--- src/core/eds_pkg.sv ---
`default_nettype none
package eds_pkg;
    // timer oscillator and derived periods
    localparam int TMR_HZ     = 32768;
    localparam int HB_HZ      = 2;
    localparam int HALF_TICKS = TMR_HZ / HB_HZ;
    localparam int GAP_US     = 62500;
    localparam int GAP_TICKS  = GAP_US * TMR_HZ / 1000000;
    localparam int STEP_MS    = 7500;
    localparam int STEP_HS    = STEP_MS * HB_HZ / 1000;
    localparam int CYCLE_S    = 60;
    localparam int CYCLE_HS   = CYCLE_S * HB_HZ;
    localparam int UNIT_H     = 2;
    localparam int UNIT_HS    = UNIT_H * 3600 * HB_HZ;
    localparam int WD_HS      = HB_HZ;
    // counter widths, cell count and odd/even group masks
    localparam int SUB_W  = 14;
    localparam int POS_W  = 7;
    localparam int UNIT_W = 14;
    localparam int REM_W  = 9;
    localparam int N_CELLS = 12;
    localparam logic [N_CELLS-1:0] ODD_MASK  = 12'h555;
    localparam logic [N_CELLS-1:0] EVEN_MASK = 12'hAAA;
    // register map, byte addresses
    localparam int ADDR_W = 8;
    localparam logic [ADDR_W-1:0] OFF_CTRL  = 8'h00;
    localparam logic [ADDR_W-1:0] OFF_SWSEL = 8'h04;
    localparam logic [ADDR_W-1:0] OFF_BALEN = 8'h08;
    localparam logic [ADDR_W-1:0] OFF_WDOG  = 8'h0C;
    localparam logic [ADDR_W-1:0] OFF_GPIO  = 8'h10;
    localparam logic [ADDR_W-1:0] OFF_STAT  = 8'h14;
    // field positions
    localparam int CTRL_EN_BIT   = 0;
    localparam int CTRL_DUTY_LSB = 4;
    localparam int CTRL_TOUT_LSB = 8;
    localparam int WDOG_EN_BIT   = 4;
    localparam int STAT_HB_LSB   = 4;
    localparam int STAT_REM_LSB  = 8;
    localparam int STAT_WDB_BIT  = 17;
    typedef enum logic [1:0] {
        EDS_IDLE = 2'b00,
        EDS_ODD  = 2'b01,
        EDS_EVEN = 2'b10
    } eds_phase_t;
endpackage
`default_nettype wire

--- src/core/eds_tim_if.sv ---
`default_nettype none
interface eds_tim_if;
    import eds_pkg::*;
    logic             tick;
    logic             run;
    logic             half;
    logic [SUB_W-1:0] sub;
    modport gen  (output tick);
    modport pre  (input tick, input run, output half, output sub);
    modport core (input half, input sub, output run);
endinterface
`default_nettype wire

--- src/core/eds_tick_gen.sv ---
`default_nettype none
module eds_tick_gen
    import eds_pkg::*;
(
    input  wire logic  clk,
    input  wire logic  resetn,
    input  wire logic  ce,
    input  wire logic  osc_in,
    eds_tim_if.gen     tim
);
    logic s1_q;
    logic s2_q;
    logic s3_q;
    // two-stage sync, then rising edge of the slow oscillator
    always_ff @(posedge clk or negedge resetn) begin
        if (!resetn) begin
            s1_q <= 1'b0;
            s2_q <= 1'b0;
            s3_q <= 1'b0;
        end else if (ce) begin
            s1_q <= osc_in;
            s2_q <= s1_q;
            s3_q <= s2_q;
        end
    end
    // all slow timing comes from this tick, not from clk
    assign tim.tick = ce && s2_q && !s3_q;
endmodule
`default_nettype wire

--- src/core/eds_prescale.sv ---
`default_nettype none
module eds_prescale
    import eds_pkg::*;
#(
    parameter int HALF = HALF_TICKS
)
(
    input  wire logic  clk,
    input  wire logic  resetn,
    input  wire logic  ce,
    eds_tim_if.pre     tim
);
    logic [SUB_W-1:0] sub_q;
    logic             half_q;
    logic             wrap;
    assign wrap = tim.tick && (sub_q == SUB_W'(HALF - 1));
    // half-second prescaler, restarts whenever run drops
    always_ff @(posedge clk or negedge resetn) begin
        if (!resetn) begin
            sub_q  <= '0;
            half_q <= 1'b0;
        end else if (ce) begin
            half_q <= tim.run && wrap;
            if (!tim.run || wrap) begin
                sub_q <= '0;
            end else if (tim.tick) begin
                sub_q <= sub_q + 1'b1;
            end
        end
    end
    assign tim.half = half_q;
    assign tim.sub  = sub_q;
endmodule
`default_nettype wire

--- src/core/eds_seq.sv ---
// The APB interface to the registers and the register offsets were decided locally.
`default_nettype none
module eds_seq
    import eds_pkg::*;
#(
    parameter int HALF_P  = HALF_TICKS,
    parameter int GAP_P   = GAP_TICKS,
    parameter int STEP_P  = STEP_HS,
    parameter int CYCLE_P = CYCLE_HS,
    parameter int UNIT_P  = UNIT_HS
)
(
    input  wire logic                CLK,
    input  wire logic                RESETN,
    input  wire logic                CE,
    input  wire logic                OSC_32K,
    input  wire logic                PSEL,
    input  wire logic                PENABLE,
    input  wire logic                PWRITE,
    input  wire logic [ADDR_W-1:0]   PADDR,
    input  wire logic [31:0]         PWDATA,
    output logic      [31:0]         PRDATA,
    output logic                     PREADY,
    output logic                     PSLVERR,
    output logic      [N_CELLS-1:0]  BAL_SW,
    output logic                     TIMER_ACTIVE_PIN
);
    eds_tim_if tim ();

    eds_tick_gen u_tick (
        .clk    (CLK),
        .resetn (RESETN),
        .ce     (CE),
        .osc_in (OSC_32K),
        .tim    (tim)
    );

    eds_prescale #(.HALF(HALF_P)) u_pre (
        .clk    (CLK),
        .resetn (RESETN),
        .ce     (CE),
        .tim    (tim)
    );

    // software registers
    logic                emergency_discharge_enable_q;
    logic [2:0]          discharge_duty_field_q;
    logic [7:0]          discharge_timeout_field_q;
    logic [N_CELLS-1:0]  discharge_switch_select_q;
    logic [N_CELLS-1:0]  balance_switch_enable_q;
    logic [3:0]          balance_watchdog_count_q;
    logic                wd_en_q;
    logic                gpio_level_q;
    // sequencer state
    logic                act_q;
    eds_phase_t          st_q;
    logic [POS_W-1:0]    pos_q;
    logic [UNIT_W-1:0]   unit_q;
    logic [REM_W-1:0]    remain_q;
    logic [3:0]          discharge_heartbeat_counter_q;
    logic                wd_sec_q;
    // bus and outputs
    logic                pready_q;
    logic                pslverr_q;
    logic [31:0]         prdata_q;
    logic [31:0]         rd_d;
    logic                hit_d;
    logic [N_CELLS-1:0]  bal_sw_q;
    logic [N_CELLS-1:0]  bal_sw_d;
    logic                pin_q;
    // combinational helpers
    logic                act;
    logic                enter;
    logic                wr;
    logic                in_gap;
    logic                on_win;
    logic                unit_wrap;
    logic                expire;
    logic                wd_block;
    logic                wd_dec;
    logic [N_CELLS-1:0]  grp_mask;

    assign wr = PSEL && PENABLE && PWRITE && pready_q;
    // mode is live only with a nonzero timeout
    assign act   = emergency_discharge_enable_q
                   && (discharge_timeout_field_q != 8'h00);
    assign enter = act && !act_q;
    // the prescaler restarts on entry so cycles align to it
    assign tim.run = !enter && (act_q || (wd_en_q
                     && balance_watchdog_count_q != 4'h0));
    // last slice of every minute is forced off
    // half covers the clock where sub has wrapped but pos has not
    assign in_gap = (pos_q == POS_W'(CYCLE_P - 1))
                    && (tim.half || int'(tim.sub) >= HALF_P - GAP_P);
    // on-window opens each minute, length set by duty
    assign on_win = (int'(pos_q) < (int'(discharge_duty_field_q) + 1)
                    * STEP_P) && !in_gap;
    assign grp_mask = (st_q == EDS_ODD) ? ODD_MASK : EVEN_MASK;
    assign unit_wrap = act_q && tim.half
                       && (unit_q == UNIT_W'(UNIT_P - 1));
    assign expire = unit_wrap && (remain_q == REM_W'(1));
    // outside the active mode, an expired watchdog holds the switches off
    assign wd_block = wd_en_q && (balance_watchdog_count_q == 4'h0);
    assign wd_dec = !act_q && wd_en_q && tim.half && wd_sec_q
                    && (balance_watchdog_count_q != 4'h0);
    // switch source select, evaluated every cycle
    always_comb begin
        if (act_q) begin
            bal_sw_d = on_win ? (discharge_switch_select_q & grp_mask)
                              : '0;
        end else if (wd_block) begin
            bal_sw_d = '0;
        end else begin
            bal_sw_d = balance_switch_enable_q;
        end
    end

    // control register; hardware expiry drops the enable
    always_ff @(posedge CLK or negedge RESETN) begin
        if (!RESETN) begin
            emergency_discharge_enable_q <= 1'b0;
            discharge_duty_field_q       <= 3'h0;
            discharge_timeout_field_q    <= 8'h00;
        end else if (CE) begin
            if (wr && PADDR == OFF_CTRL) begin
                emergency_discharge_enable_q <= PWDATA[CTRL_EN_BIT];
                discharge_duty_field_q <=
                    PWDATA[CTRL_DUTY_LSB +: 3];
                discharge_timeout_field_q <=
                    PWDATA[CTRL_TOUT_LSB +: 8];
            end else if (expire) begin
                emergency_discharge_enable_q <= 1'b0;
            end
        end
    end

    // switch maps and pin level
    always_ff @(posedge CLK or negedge RESETN) begin
        if (!RESETN) begin
            discharge_switch_select_q <= '0;
            balance_switch_enable_q   <= '0;
            gpio_level_q              <= 1'b0;
        end else if (CE && wr) begin
            if (PADDR == OFF_SWSEL) begin
                discharge_switch_select_q <= PWDATA[N_CELLS-1:0];
            end
            if (PADDR == OFF_BALEN) begin
                balance_switch_enable_q <= PWDATA[N_CELLS-1:0];
            end
            if (PADDR == OFF_GPIO) begin
                gpio_level_q <= PWDATA[0];
            end
        end
    end

    // watchdog: entry clear beats a reload in the same cycle
    always_ff @(posedge CLK or negedge RESETN) begin
        if (!RESETN) begin
            balance_watchdog_count_q <= 4'h0;
            wd_en_q                  <= 1'b0;
            wd_sec_q                 <= 1'b0;
        end else if (CE) begin
            if (tim.half) begin
                wd_sec_q <= !wd_sec_q;
            end
            if (enter) begin
                balance_watchdog_count_q <= 4'h0;
            end else if (wr && PADDR == OFF_WDOG) begin
                balance_watchdog_count_q <= PWDATA[3:0];
                wd_en_q <= PWDATA[WDOG_EN_BIT];
            end else if (wd_dec) begin
                balance_watchdog_count_q <=
                    balance_watchdog_count_q - 4'h1;
            end
        end
    end

    // odd/even alternation within the active mode
    always_ff @(posedge CLK or negedge RESETN) begin
        if (!RESETN) begin
            act_q <= 1'b0;
            st_q  <= EDS_IDLE;
            pos_q <= '0;
        end else if (CE) begin
            act_q <= act;
            if (!act) begin
                st_q  <= EDS_IDLE;
                pos_q <= '0;
            end else if (enter) begin
                st_q  <= EDS_ODD;
                pos_q <= '0;
            end else if (tim.half) begin
                if (pos_q == POS_W'(CYCLE_P - 1)) begin
                    pos_q <= '0;
                    unique case (st_q)
                        EDS_ODD:  st_q <= EDS_EVEN;
                        EDS_EVEN: st_q <= EDS_ODD;
                        default:  st_q <= EDS_ODD;
                    endcase
                end else begin
                    pos_q <= pos_q + 1'b1;
                end
            end
        end
    end

    // timeout countdown in two-hour units
    always_ff @(posedge CLK or negedge RESETN) begin
        if (!RESETN) begin
            unit_q   <= '0;
            remain_q <= '0;
        end else if (CE) begin
            if (!act) begin
                unit_q   <= '0;
                remain_q <= '0;
            end else if (enter) begin
                unit_q   <= '0;
                remain_q <= {1'b0, discharge_timeout_field_q}
                            + REM_W'(1);
            end else if (act_q && tim.half) begin
                if (unit_wrap) begin
                    unit_q   <= '0;
                    remain_q <= remain_q - REM_W'(1);
                end else begin
                    unit_q <= unit_q + 1'b1;
                end
            end
        end
    end

    // heartbeat keeps its value while the mode is off
    always_ff @(posedge CLK or negedge RESETN) begin
        if (!RESETN) begin
            discharge_heartbeat_counter_q <= 4'h0;
        end else if (CE && act_q && tim.half) begin
            discharge_heartbeat_counter_q <=
                discharge_heartbeat_counter_q + 4'h1;
        end
    end

    // registered outputs toward switches and pin
    always_ff @(posedge CLK or negedge RESETN) begin
        if (!RESETN) begin
            bal_sw_q <= '0;
            pin_q    <= 1'b0;
        end else if (CE) begin
            bal_sw_q <= bal_sw_d;
            pin_q    <= act_q ? 1'b1 : gpio_level_q;
        end
    end

    // read mux; unmapped addresses read zero with an error
    always_comb begin
        rd_d  = 32'h0000_0000;
        hit_d = 1'b1;
        unique case (PADDR)
            OFF_CTRL: begin
                rd_d[CTRL_EN_BIT] = emergency_discharge_enable_q;
                rd_d[CTRL_DUTY_LSB +: 3] = discharge_duty_field_q;
                rd_d[CTRL_TOUT_LSB +: 8] = discharge_timeout_field_q;
            end
            OFF_SWSEL: rd_d[N_CELLS-1:0] = discharge_switch_select_q;
            OFF_BALEN: rd_d[N_CELLS-1:0] = balance_switch_enable_q;
            OFF_WDOG: begin
                rd_d[3:0] = balance_watchdog_count_q;
                rd_d[WDOG_EN_BIT] = wd_en_q;
            end
            OFF_GPIO: rd_d[0] = gpio_level_q;
            OFF_STAT: begin
                rd_d[0] = act_q;
                rd_d[1] = (st_q == EDS_ODD);
                rd_d[2] = act_q && on_win;
                rd_d[STAT_HB_LSB +: 4] = discharge_heartbeat_counter_q;
                rd_d[STAT_REM_LSB +: REM_W] = remain_q;
                rd_d[STAT_WDB_BIT] = wd_block;
            end
            default: hit_d = 1'b0;
        endcase
    end

    // one wait state: pready rises in the second access cycle
    always_ff @(posedge CLK or negedge RESETN) begin
        if (!RESETN) begin
            pready_q  <= 1'b0;
            pslverr_q <= 1'b0;
            prdata_q  <= 32'h0000_0000;
        end else if (CE) begin
            pready_q <= PSEL && PENABLE && !pready_q;
            if (PSEL && PENABLE && !pready_q) begin
                pslverr_q <= !hit_d || (PWRITE && PADDR == OFF_STAT);
                prdata_q  <= PWRITE ? 32'h0000_0000 : rd_d;
            end else begin
                pslverr_q <= 1'b0;
                prdata_q  <= 32'h0000_0000;
            end
        end
    end

    assign PRDATA           = prdata_q;
    assign PREADY           = pready_q;
    assign PSLVERR          = pslverr_q;
    assign BAL_SW           = bal_sw_q;
    assign TIMER_ACTIVE_PIN = pin_q;
endmodule
`default_nettype wire

--- config.mk ---
export PLATFORM = sky130hd
export DESIGN_NAME = eds_seq
export DESIGN_NICKNAME = d
export VERILOG_FILES = /design/src/core/eds_pkg.sv /design/src/core/eds_tim_if.sv /design/src/core/eds_tick_gen.sv /design/src/core/eds_prescale.sv /design/src/core/eds_seq.sv
export SDC_FILE = /design/constraint.sdc
export NUM_CORES = 1
export LEC_CHECK = 0
export ABC_AREA = 1
export BUFFER_PORTS_ARGS = -buffer_cell sky130_fd_sc_hd__buf_2
export CAP_MARGIN = 20
export CELL_PAD_IN_SITES_DETAIL_PLACEMENT = 0
export CELL_PAD_IN_SITES_GLOBAL_PLACEMENT = 1
export CORE_MARGIN = 2
export CORE_UTILIZATION = 40
export CTS_BUF_LIST = sky130_fd_sc_hd__clkbuf_4
export CTS_CLUSTER_SIZE = 24
export DETAILED_ROUTE_END_ITERATION = 16
export GPL_TIMING_DRIVEN = 0
export PLACE_DENSITY = 0.89
export SLEW_MARGIN = 20
export SYNTH_ARGS = -nofsm -noshare
export SYNTH_HDL_FRONTEND = slang
export SYNTH_SLANG_ARGS = --single-unit
export TNS_END_PERCENT = 1
--- constraint.sdc ---
create_clock -name CLK -period 3.5 [get_ports CLK]
set_input_delay 0.7 -clock CLK [delete_from_list [all_inputs] [get_ports CLK]]
set_output_delay 0.7 -clock CLK [all_outputs]
set_load 0.01 [all_outputs]
==> impl_metrics.json, run 1 <==
{
  "worstSetupPathType": "reg -> reg",
  "grt_usage_pct": 21.54,
  "portBuffers": 63,
  "yosysWarnings": 0,
  "fin_cells": 1454,
  "tritoncts": "yes",
  "finalHoldViolCount": 0,
  "antenna_found_initial": 1,
  "initial_core_util_pct": 40.66,
  "layout.area.seq_mm2": 0.003282,
  "wl_per_cell_um": 14.61,
  "syn_inst": 1068,
  "holdWs_ps": 66.53,
  "cp.arrival_ps": 4040,
  "final_common_cell": "nand2_1",
  "avgSynthCellArea_um2": 7.385,
  "place_inst": 1410,
  "synth_area_mm2": 0.007888,
  "cts_inserted_buffers": 17,
  "overflow": 0,
  "yosysUniqueCellTypes": 44,
  "die_w_um": 144.4,
  "firstDrtPassIters": 5,
  "worst_slew_margin_rel_pct": 49.94,
  "slew_violations": 0,
  "grt_max_degree": 73,
  "ys_dominant_reg_cell": "dfrtp_1",
  "max-vdd-ir-drop_uv": 204.6,
  "fmax_ghz": 0.2850,
  "synth-edff-count": 0,
  "hpwl_mm": 15.65,
  "async_flop_share_pct": 100.0,
  "multi_input_area_mm2": 0.004114,
  "drc": 0,
  "root_buffer": "clkbuf_4",
  "ant_nets": 0,
  "rows": 51,
  "leakagePower_nw": 4.529,
  "crit_fanout": 5,
  "mostFrequentLayoutCells": "314 x nand2_1, 128 x dfrtp_1, 115 x nor2_1",
  "gp_congestion": 0.8442,
  "synth_sequential_area_ratio_pct": 41.56,
  "fill_cells": 1980,
  "drive_above_1_share_pct": 17.93,
  "placeableCoreArea_mm2": 0.01940,
  "drtIter0Drc": 370,
  "period_share_pct": 100.3,
  "vias": 7262,
  "clock_latency_ps": 600,
  "clock-sinks": 131,
  "fin_nets": 1247,
  "end_kind": "register",
  "ctsHoldBuffers": 0,
  "power_density_mw_per_mm2": 307.8,
  "drt-vias-per-instance": 4.994,
  "synth_seq_cells": 131,
  "skew_ps": 20.14,
  "worstMarginPinSlew_ps": 750.9,
  "grt_pass1_wl_mm": 34.67,
  "dpl_worst_slack_ps": -245.3,
  "crit_path_start_kind": "register",
  "required_ps": 4030,
  "status": "finished, violations left",
  "syn_to_final_growth_pct": 16.66,
  "dieArea_mm2": 0.02086,
  "worst_slack_ps": -8.862,
  "min-delay-path-class": "in -> async",
  "die_y_um": 144.4,
  "grt_pass1_vias": 6809,
  "clk_pin_slew_ps": 140,
  "htreeDepth": 4,
  "setup_violations": 2,
  "cap_violations": 0,
  "rsz0062_at_grt": "true",
  "clk_path_buf_depth": 2,
  "fin_crit_ps": 3509,
  "io_pins": 94,
  "violations": "negative setup slack",
  "routed_wl_mm": 21.25,
  "post-route-util_pct": 47.43
}
-- through the flow --
stage	setup TNS [ps]	power, mW	instance area [um^2]
final	-9.221	2.832	9201
after global routing	-780.6	2.961	9201
after CTS	0	2.853	9039
after detailed placement	-2517	1.787	8621
after global placement	-20740	1.781	8583
after floorplan	0	1.685	7936
-- area by class of cell --
type | count | area share (%)
clock inverters | 15 | 1.700
repair buffers | 75 | 4.814
multi-input cells | 789 | 44.71
inverters | 115 | 4.773
flip-flops and latches | 131 | 35.67
well taps | 265 | 3.603
clock buffers | 17 | 1.387
plain buffers | 46 | 3.318
diodes | 1 | 0.02720
-- path summary, 6_finish.rpt --
check	cells after the start	startpoint	endpoint	slack (ps)
max reg2reg	14	discharge_duty_field_q[1]	BAL_SW[4]	-9
max	14	discharge_duty_field_q[1]	BAL_SW[4]	-9
max in group asynchronous	2	RESETN	discharge_duty_field_q[2]	2700
min in group CLK	3	OSC_32K	u_tick.s1_q	310
min	1	RESETN	u_pre.tim.sub[10]	70
min reg2reg	2	PRDATA[2]	PRDATA[2]	490
-- flip-flops by register name (all words and copies together), names as in the netlist, 2 cells and up --
name	cells
discharge_switch_select_q	12
remain_q	9
discharge_heartbeat_counter_q	4
PRDATA	18
unit_q	14
discharge_duty_field_q	3
BAL_SW	12
st_q	2
balance_switch_enable_q	12
discharge_timeout_field_q	8
balance_watchdog_count_q	4
u_pre.tim.sub	14
pos_q	7
-- power by group --
group	leakage (nW)	switching, mW	internal (mW)
combinational	2.60	0.146	0.0719
sequential	1.77	0.0132	1.53
clock	0.159	0.683	0.385
-- metal layers --
layer | wire length, um | global-route usage (%)
met5 | 0 | 0
met4 | 591 | 7.460
met3 | 1100 | 4.702
met2 | 10230 | 35.67
met1 | 9331 | 27.93
-- timing repair --
item | in CTS | in global routing
gates cloned | 1 | 0
setup endpoints to repair | 13 | 13
resized for setup | 17 | 28
buffers inserted | 5 | 5
pin swaps | 1 | 12
-- synth_stat cells (3+ instances only) --
cell | n | share of area [%]
nand4_1 | 13 | 1.0
nand3_2 | 4 | 0.51
a31oi_1 | 13 | 1.0
buf_4 | 24 | 2.3
a21oi_1 | 21 | 1.3
o22ai_1 | 3 | 0.24
nor3_2 | 4 | 0.51
xnor2_1 | 12 | 1.3
nand3b_1 | 6 | 0.57
ha_1 | 22 | 3.5
fa_1 | 3 | 0.76
inv_2 | 9 | 0.43
buf_2 | 8 | 0.51
inv_1 | 103 | 4.9
buf_6 | 3 | 0.43
xor2_1 | 24 | 2.7
nand3_1 | 89 | 5.6
nor2_1 | 115 | 5.5
clkbuf_1 | 10 | 0.48
o21ai_1 | 18 | 1.1
nand2_2 | 5 | 0.40
nand2_1 | 316 | 15
nor3_1 | 5 | 0.32
o211ai_1 | 3 | 0.29
dfrtp_1 | 131 | 42
or2_2 | 4 | 0.32
o21ai_0 | 79 | 5.0
-- cells by family after synthesis --
group	synth area share, %
AO/OA/AOI/OAI	9.581
XOR/XNOR	3.997
adder cells (fa/ha/maj)	4.251
buffers and inverters	9.280
flip-flops	41.56
multiplexers	0.1428
other	0.04754
AND/OR/NAND/NOR	31.14
-- critical path, cell delays in order, from the launching register on --
cell and delay [ps]:
dfrtp_2 500, ha_4 290, xnor2_4 200, xor2_2 200, fa_1 480, buf_4 160
fa_1 420, xor2_1 170, ha_1 200, nand3_2 70, nand3_2 90, a21oi_4 240
buf_6 170, nand3b_1 100, a21oi_2 160
Power figures use the tool's default switching activity.
==> inputs of run 2 (changes only) <==
- CORE_UTILIZATION: 40 -> 25
- PLACE_DENSITY: 0.89 -> 0.63
==> run 2 against run 1 <==
Effect of this change: the flow still finishes with violations (negative setup slack); maximum frequency is 0.16% higher; sequential cell count stayed put; register-to-register slack hardly changed; largest cell class unchanged; total power is 3.4% higher; global-route usage is 6.4 points lower; worst setup slack better by 5.7 ps; non-clock buffer count is 3 lower.
==> impl_metrics.json, run 2 (synthesis results as in run 1) <==
{
  "r2r-start": "discharge_duty_field_q[0]",
  "worstMarginPinSlew_ps": 820.1,
  "clk_pin_slew_ps": 140,
  "dieArea_mm2": 0.03299,
  "setup_violations": 1,
  "fin_cells": 1588,
  "grt_pass1_vias": 6922,
  "drc": 0,
  "holdWs_ps": 344.8,
  "violations": "negative setup slack",
  "cts_inserted_buffers": 17,
  "portBuffers": 63,
  "wl_per_cell_um": 15.16,
  "vias": 7089,
  "largest_register_ffs": 18,
  "p_clk_share_pct": 39.6,
  "grt_usage_pct": 15.10,
  "tritoncts": "yes",
  "root_buffer": "clkbuf_4",
  "finalHoldViolCount": 0,
  "worstSetupStartpoint": "discharge_duty_field_q[0]",
  "drive_above_1_share_pct": 17.72,
  "end_kind": "register",
  "die_y_um": 181.6,
  "cap_violations": 0,
  "whs_path_depth": 3,
  "post-route-util_pct": 29.98,
  "dpl_worst_slack_ps": -243.0,
  "drt-vias-per-instance": 4.464,
  "worstSetupPathType": "reg -> reg",
  "clk_path_buf_depth": 2,
  "overflow": 0,
  "clock-sinks": 131,
  "required_ps": 4010,
  "seq_power_share_pct": 52.8,
  "setup_tns_ps": -3.118,
  "fin_crit_ps": 3503,
  "drtIter0Drc": 383,
  "syn_to_final_growth_pct": 19.02,
  "place_area_mm2": 0.008792,
  "cp.arrival_ps": 4020,
  "max-vdd-ir-drop_uv": 171.2,
  "antenna_found_initial": 1,
  "final_common_cell": "nand2_1",
  "io_pins": 94,
  "htreeDepth": 4,
  "firstDrtPassIters": 5,
  "hpwl_mm": 17.76,
  "mostFrequentLayoutCells": "314 x nand2_1, 128 x dfrtp_1, 115 x nor2_1",
  "status": "finished, violations left",
  "grt_max_degree": 87,
  "worst_slew_margin_rel_pct": 45.12,
  "clock_latency_ps": 580,
  "skew_ps": 31.27,
  "min-delay-path-class": "in -> reg",
  "rr_worst_depth": 17,
  "rsz0062_at_grt": "true",
  "worst_slack_ps": -3.118,
  "p_comb_share_pct": 7.6,
  "die_w_um": 181.6,
  "crit_path_start_kind": "register",
  "leakagePower_nw": 4.521,
  "placeableCoreArea_mm2": 0.03131,
  "gp_congestion": 0.8061,
  "fmax_ghz": 0.2855,
  "initial_core_util_pct": 25.19,
  "min_from": "OSC_32K",
  "power_mw": 2.929,
  "period_share_pct": 100.1,
  "grt_pass1_wl_mm": 38.75,
  "crit_fanout": 5,
  "power_density_mw_per_mm2": 312.0,
  "fin_nets": 1244,
  "p_sw_mw": 0.8004,
  "place_inst": 1547,
  "slew_violations": 0,
  "design_area_mm2": 0.009388,
  "switching_share_pct": 27.33,
  "p_int_mw": 2.129,
  "ant_nets": 0,
  "rows": 65,
  "routed_wl_mm": 24.08
}
[run 2: power by group through the flow]
stage	sequential [mW]	combinational [mW]	clock, mW
6_report	1.55	0.223	1.16
5_1_grt	1.55	0.251	1.26
4_1_cts	1.55	0.223	1.20
3_5_place_dp	1.58	0.219	0
3_3_place_gp	1.58	0.214	0
2_1_floorplan	1.58	0.105	0
[run 2: cell type report]
class                      instances  area (um^2)
inverter                         115        439.2
tap                              402        503.0
multi-input combinational        789         4128
fill                            3406        21920
clock buffer                      20        150.1
clock inverter                    12        155.1
timing repair buffer              72        422.9
buffer                            46        305.3
sequential                       131         3282
antenna                            1        2.502
[run 2: layer usage]
metal | GRT usage [%] | wire (um) | vias up
met2 | 26.04 | 11890 | 112
met4 | 3.967 | 325 | 0
li1 | - | - | 3611
met3 | 2.768 | 711 | 20
met5 | 0 | 0 | -
met1 | 19.44 | 11160 | 3346
[run 2: final timing paths]
path / to / slack (ps)
setup reg to reg: BAL_SW[7] / -3
hold / removal: u_tick.s1_q / 340
max in group asynchronous: discharge_switch_select_q[10] / 2130
setup / recovery: BAL_SW[7] / -3
min in group asynchronous: balance_watchdog_count_q[0] / 580
hold reg to reg: u_tick.s1_q / 480
[run 2: repair_timing]
action | CTS | global route
endpoints found under the setup margin | 13 | 13
setup buffers | 6 | 0
gates cloned | 1 | 0
hold endpoints to repair | 22 | 0
pin swaps | 2 | 13
hold buffers | 1 | 0
resized for setup | 17 | 32
[run 2: critical path, cell delays in order, from the launching register on]
cell	delay, ps
dfrtp_2	480
inv_4	90
ha_4	220
xnor2_4	160
xor2_2	160
fa_1	530
inv_2	60
ha_4	250
nand2_2	40
o21ai_2	130
xor2_1	180
ha_1	270
nand3_2	70
nand3_2	80
a21oi_4	250
buf_6	180
nand3b_1	110
a21oi_2	150
==> inputs of run 3 (changes only) <==
- ABC_AREA: 1 -> not set
- CTS_CLUSTER_SIZE: 24 -> 20
- PLACE_DENSITY: 0.63 -> 0.61
==> run 3 against run 2 <==
Effect of this change: the flow still finishes with violations (negative setup slack); first-iteration DRC count up 5.0%; non-clock buffer count up 4; hold slack worse by 25 ps; total power down 2.7%; sequential share of layout area up 3.1 points; count of clock-buffer cells in the layout down 3; global-route usage down 0.50 points; core utilization up 0.12 points; register-to-register slack worse by 490 ps; synthesized area down 8.2%; clock power down 4%; critical endpoint is now BAL_SW[5]; largest cell class unchanged; highest routed layer unchanged.
==> impl_metrics.json, run 3 <==
{
  "yosysWarnings": 0,
  "end_kind": "register",
  "drive_above_1_share_pct": 20.98,
  "synth_area_mm2": 0.007239,
  "drt-vias-per-instance": 4.792,
  "worstSetupStartpoint": "discharge_duty_field_q[0]",
  "mostFrequentLayoutCells": "129 x dfrtp_1, 75 x buf_2, 46 x nor2_1",
  "crit_path_start_kind": "register",
  "cpMaxStageDelayCell": "fa_1",
  "die_w_um": 174.2,
  "power_mw": 2.850,
  "setup_violations": 13,
  "final_common_cell": "dfrtp_1",
  "grt_usage_pct": 14.60,
  "critPathBufInv": 4,
  "ys_dominant_reg_cell": "dfrtp_1",
  "max_stage_delay_ps": 520,
  "cp.arrival_ps": 4530,
  "place_area_mm2": 0.008174,
  "synth_top_area_cell": "dfrtp_1",
  "synth_top_cell_area_share_pct": 45.28,
  "initial_core_util_pct": 25.29,
  "syn_inst": 700,
  "cp_top_family": "adder cells",
  "htreeDepth": 4,
  "synth-edff-count": 0,
  "tritoncts": "yes",
  "timing.rr.end": "BAL_SW[5]",
  "worst_slew_margin_rel_pct": 40.68,
  "gp_congestion": 0.8064,
  "synth_area_leaders": "dfrtp_1 45%, mux2_1 4.4%, ha_1 3.8%, a221o_1 2.6%, xnor2_1 2.4%",
  "fmax_ghz": 0.2506,
  "synth_sequential_area_ratio_pct": 45.28,
  "antenna_found_initial": 1,
  "status": "finished, violations left",
  "drtIter0Drc": 402,
  "largest_register_ffs": 18,
  "async_flop_share_pct": 100.0,
  "design_area_mm2": 0.008617,
  "finalHoldViolCount": 0,
  "rsz0062_at_grt": "true",
  "holdWs_ps": 319.6,
  "root_buffer": "clkbuf_4",
  "dieArea_mm2": 0.03034,
  "worst_slack_ps": -489.8,
  "routed_wl_mm": 21.36,
  "skew_ps": 26.90,
  "clock-sinks": 131,
  "portBuffers": 62,
  "crit_path_end": "BAL_SW[5]",
  "cts_inserted_buffers": 17,
  "rows": 62,
  "clk_path_buf_depth": 2,
  "clock_latency_ps": 590,
  "grt_pass1_vias": 5879,
  "r2r-start": "discharge_duty_field_q[0]",
  "clk_pin_slew_ps": 160,
  "drc": 0,
  "min-delay-path-class": "in -> reg",
  "power_density_mw_per_mm2": 330.7,
  "rr_worst_depth": 17,
  "fin_nets": 879,
  "die_y_um": 174.2,
  "placeableCoreArea_mm2": 0.02863,
  "worstMarginPinSlew_ps": 881.6,
  "worstSetupPathType": "reg -> reg",
  "grt_pass1_wl_mm": 34.39,
  "overflow": 0,
  "ant_nets": 0,
  "firstDrtPassIters": 5,
  "fin_crit_ps": 3990,
  "syn_to_final_growth_pct": 19.03,
  "yosys.cell_count.top_type": "dfrtp_1",
  "crit_fanout": 6,
  "avgSynthCellArea_um2": 10.34,
  "yosysUniqueCellTypes": 76,
  "hpwl_mm": 15.61,
  "period_share_pct": 114.0,
  "dpl_worst_slack_ps": -730.8,
  "slew_violations": 0,
  "cp_num_cells": 17,
  "ys_top_cells_by_count": "131 x dfrtp_1, 46 x nor2_1, 40 x nand2_1",
  "synth_seq_cells": 131,
  "crit_chain": "inv_2 > ha_4 > xnor2_4 > xor2_1 > inv_1 > fa_1 > inv_1 > ha_1 > a21o_1 > a21oi_2 > xnor2_1 > ha_1 > a21o_1 > a2111oi_4 > and4b_1 > buf_8 > a221o_1",
  "leakagePower_nw": 3.957,
  "grt_max_degree": 91,
  "vias": 5774,
  "r2r_slack_ps": -490,
  "io_pins": 94,
  "violations": "negative setup slack",
  "max-vdd-ir-drop_uv": 146.6,
  "cap_violations": 0,
  "wl_per_cell_um": 17.73,
  "required_ps": 4040,
  "setup_tns_ps": -5777
}
## run 3: changes by cell type in the layout (fill, tap and decap cells not counted), sizes merged, moves of 11 or more
cell	previous run	this run
a221o	0	19
a22o	0	16
and3	1	12
inv	117	36
mux2	1	38
nand2	323	40
nand3	94	24
nor2	118	46
nor2b	0	18
nor4	0	18
o21ai	98	33
## run 3: kinds of logic (layout without fill, tap and decap cells)
logic type | after synthesis | in the layout | synth area share (%)
AOI/OAI and AO/OA | 164 | 164 | 17.01
DFF | 131 | 131 | 45.28
muxes | 45 | 45 | 6.879
other | 1 | 15 | 0.05180
adders and majority gates | 25 | 25 | 4.632
buffers and inverters | 76 | 183 | 4.995
xor gates and xnor gates | 35 | 35 | 4.234
and+or+nand+nor | 223 | 223 | 16.92
## run 3: metal layers
layer  share of wire [%]  track usage [%]  vias up
met2                  46            23.26      115
met4                 1.1            4.377        0
met1                  49            20.19     2847
met3                 3.7            2.668       16
met5                   0                0        -
li1                    -                -     2796
## run 3: timing repair
item / 4_1_cts / 5_1_grt
pin swaps: 15 / 1
hold endpoints to repair: 41 / 0
buffers inserted: 10 / 0
gates resized for setup: 8 / 2
hold buffers: 1 / 0
endpoints found under the setup margin: 13 / 13
## run 3: worst min path at each step
stage	from	endpoint	slack [ps]	depth (start not counted)
6_report	PWDATA[15]	discharge_timeout_field_q[7]	320	2
5_1_grt	PWDATA[12]	discharge_timeout_field_q[4]	280	2
4_1_cts	PWDATA[14]	discharge_timeout_field_q[6]	280	2
3_3_place_gp	wd_sec_q	wd_sec_q	460	1
2_1_floorplan	RESETN	BAL_SW[0]	400	0
3_5_place_dp	discharge_heartbeat_counter_q[3]	discharge_heartbeat_counter_q[3]	460	1
## run 3: worst register-to-register path, stage by stage, from the launching register on
cell and delay (ps):
dfrtp_2 470, inv_2 90, ha_4 230, xnor2_4 170, xor2_1 200, inv_1 80
fa_1 520, inv_1 50, ha_1 260, a21o_1 170, a21oi_2 130, xnor2_1 150
ha_1 290, a21o_1 200, a2111oi_4 350, and4b_1 290, buf_8 140, a221o_1 170
## run 3: cell type report
cell class	count	area, um^2
Fill cell	3042	20010
Multi-Input combinational cell	506	3719
Sequential cell	131	3281
Tap cell	384	480.5
Timing Repair Buffer	75	437.9
Buffer	47	275.3
Clock inverter	15	185.2
Clock buffer	17	127.6
Inverter	29	108.9
Antenna cell	1	2.502
## run 3: where the power goes
| group | switching (mW) | total, mW | leakage, nW | internal (mW) |
|---|---|---|---|---|
| combinational | 0.130 | 0.193 | 2.01 | 0.0639 |
| sequential | 0.0182 | 1.55 | 1.78 | 1.53 |
| clock | 0.770 | 1.11 | 0.162 | 0.340 |
| total | 0.918 | 2.85 | 3.96 | 1.93 |
## run 3: metrics by stage
stage / utilization [%] / cells
floorplan: - / 713
global placement: 28.39 / 1159
detailed placement: 28.56 / 1161
CTS: 30.09 / 1204
global route: 30.10 / 1205
finish: 30.10 / 1205
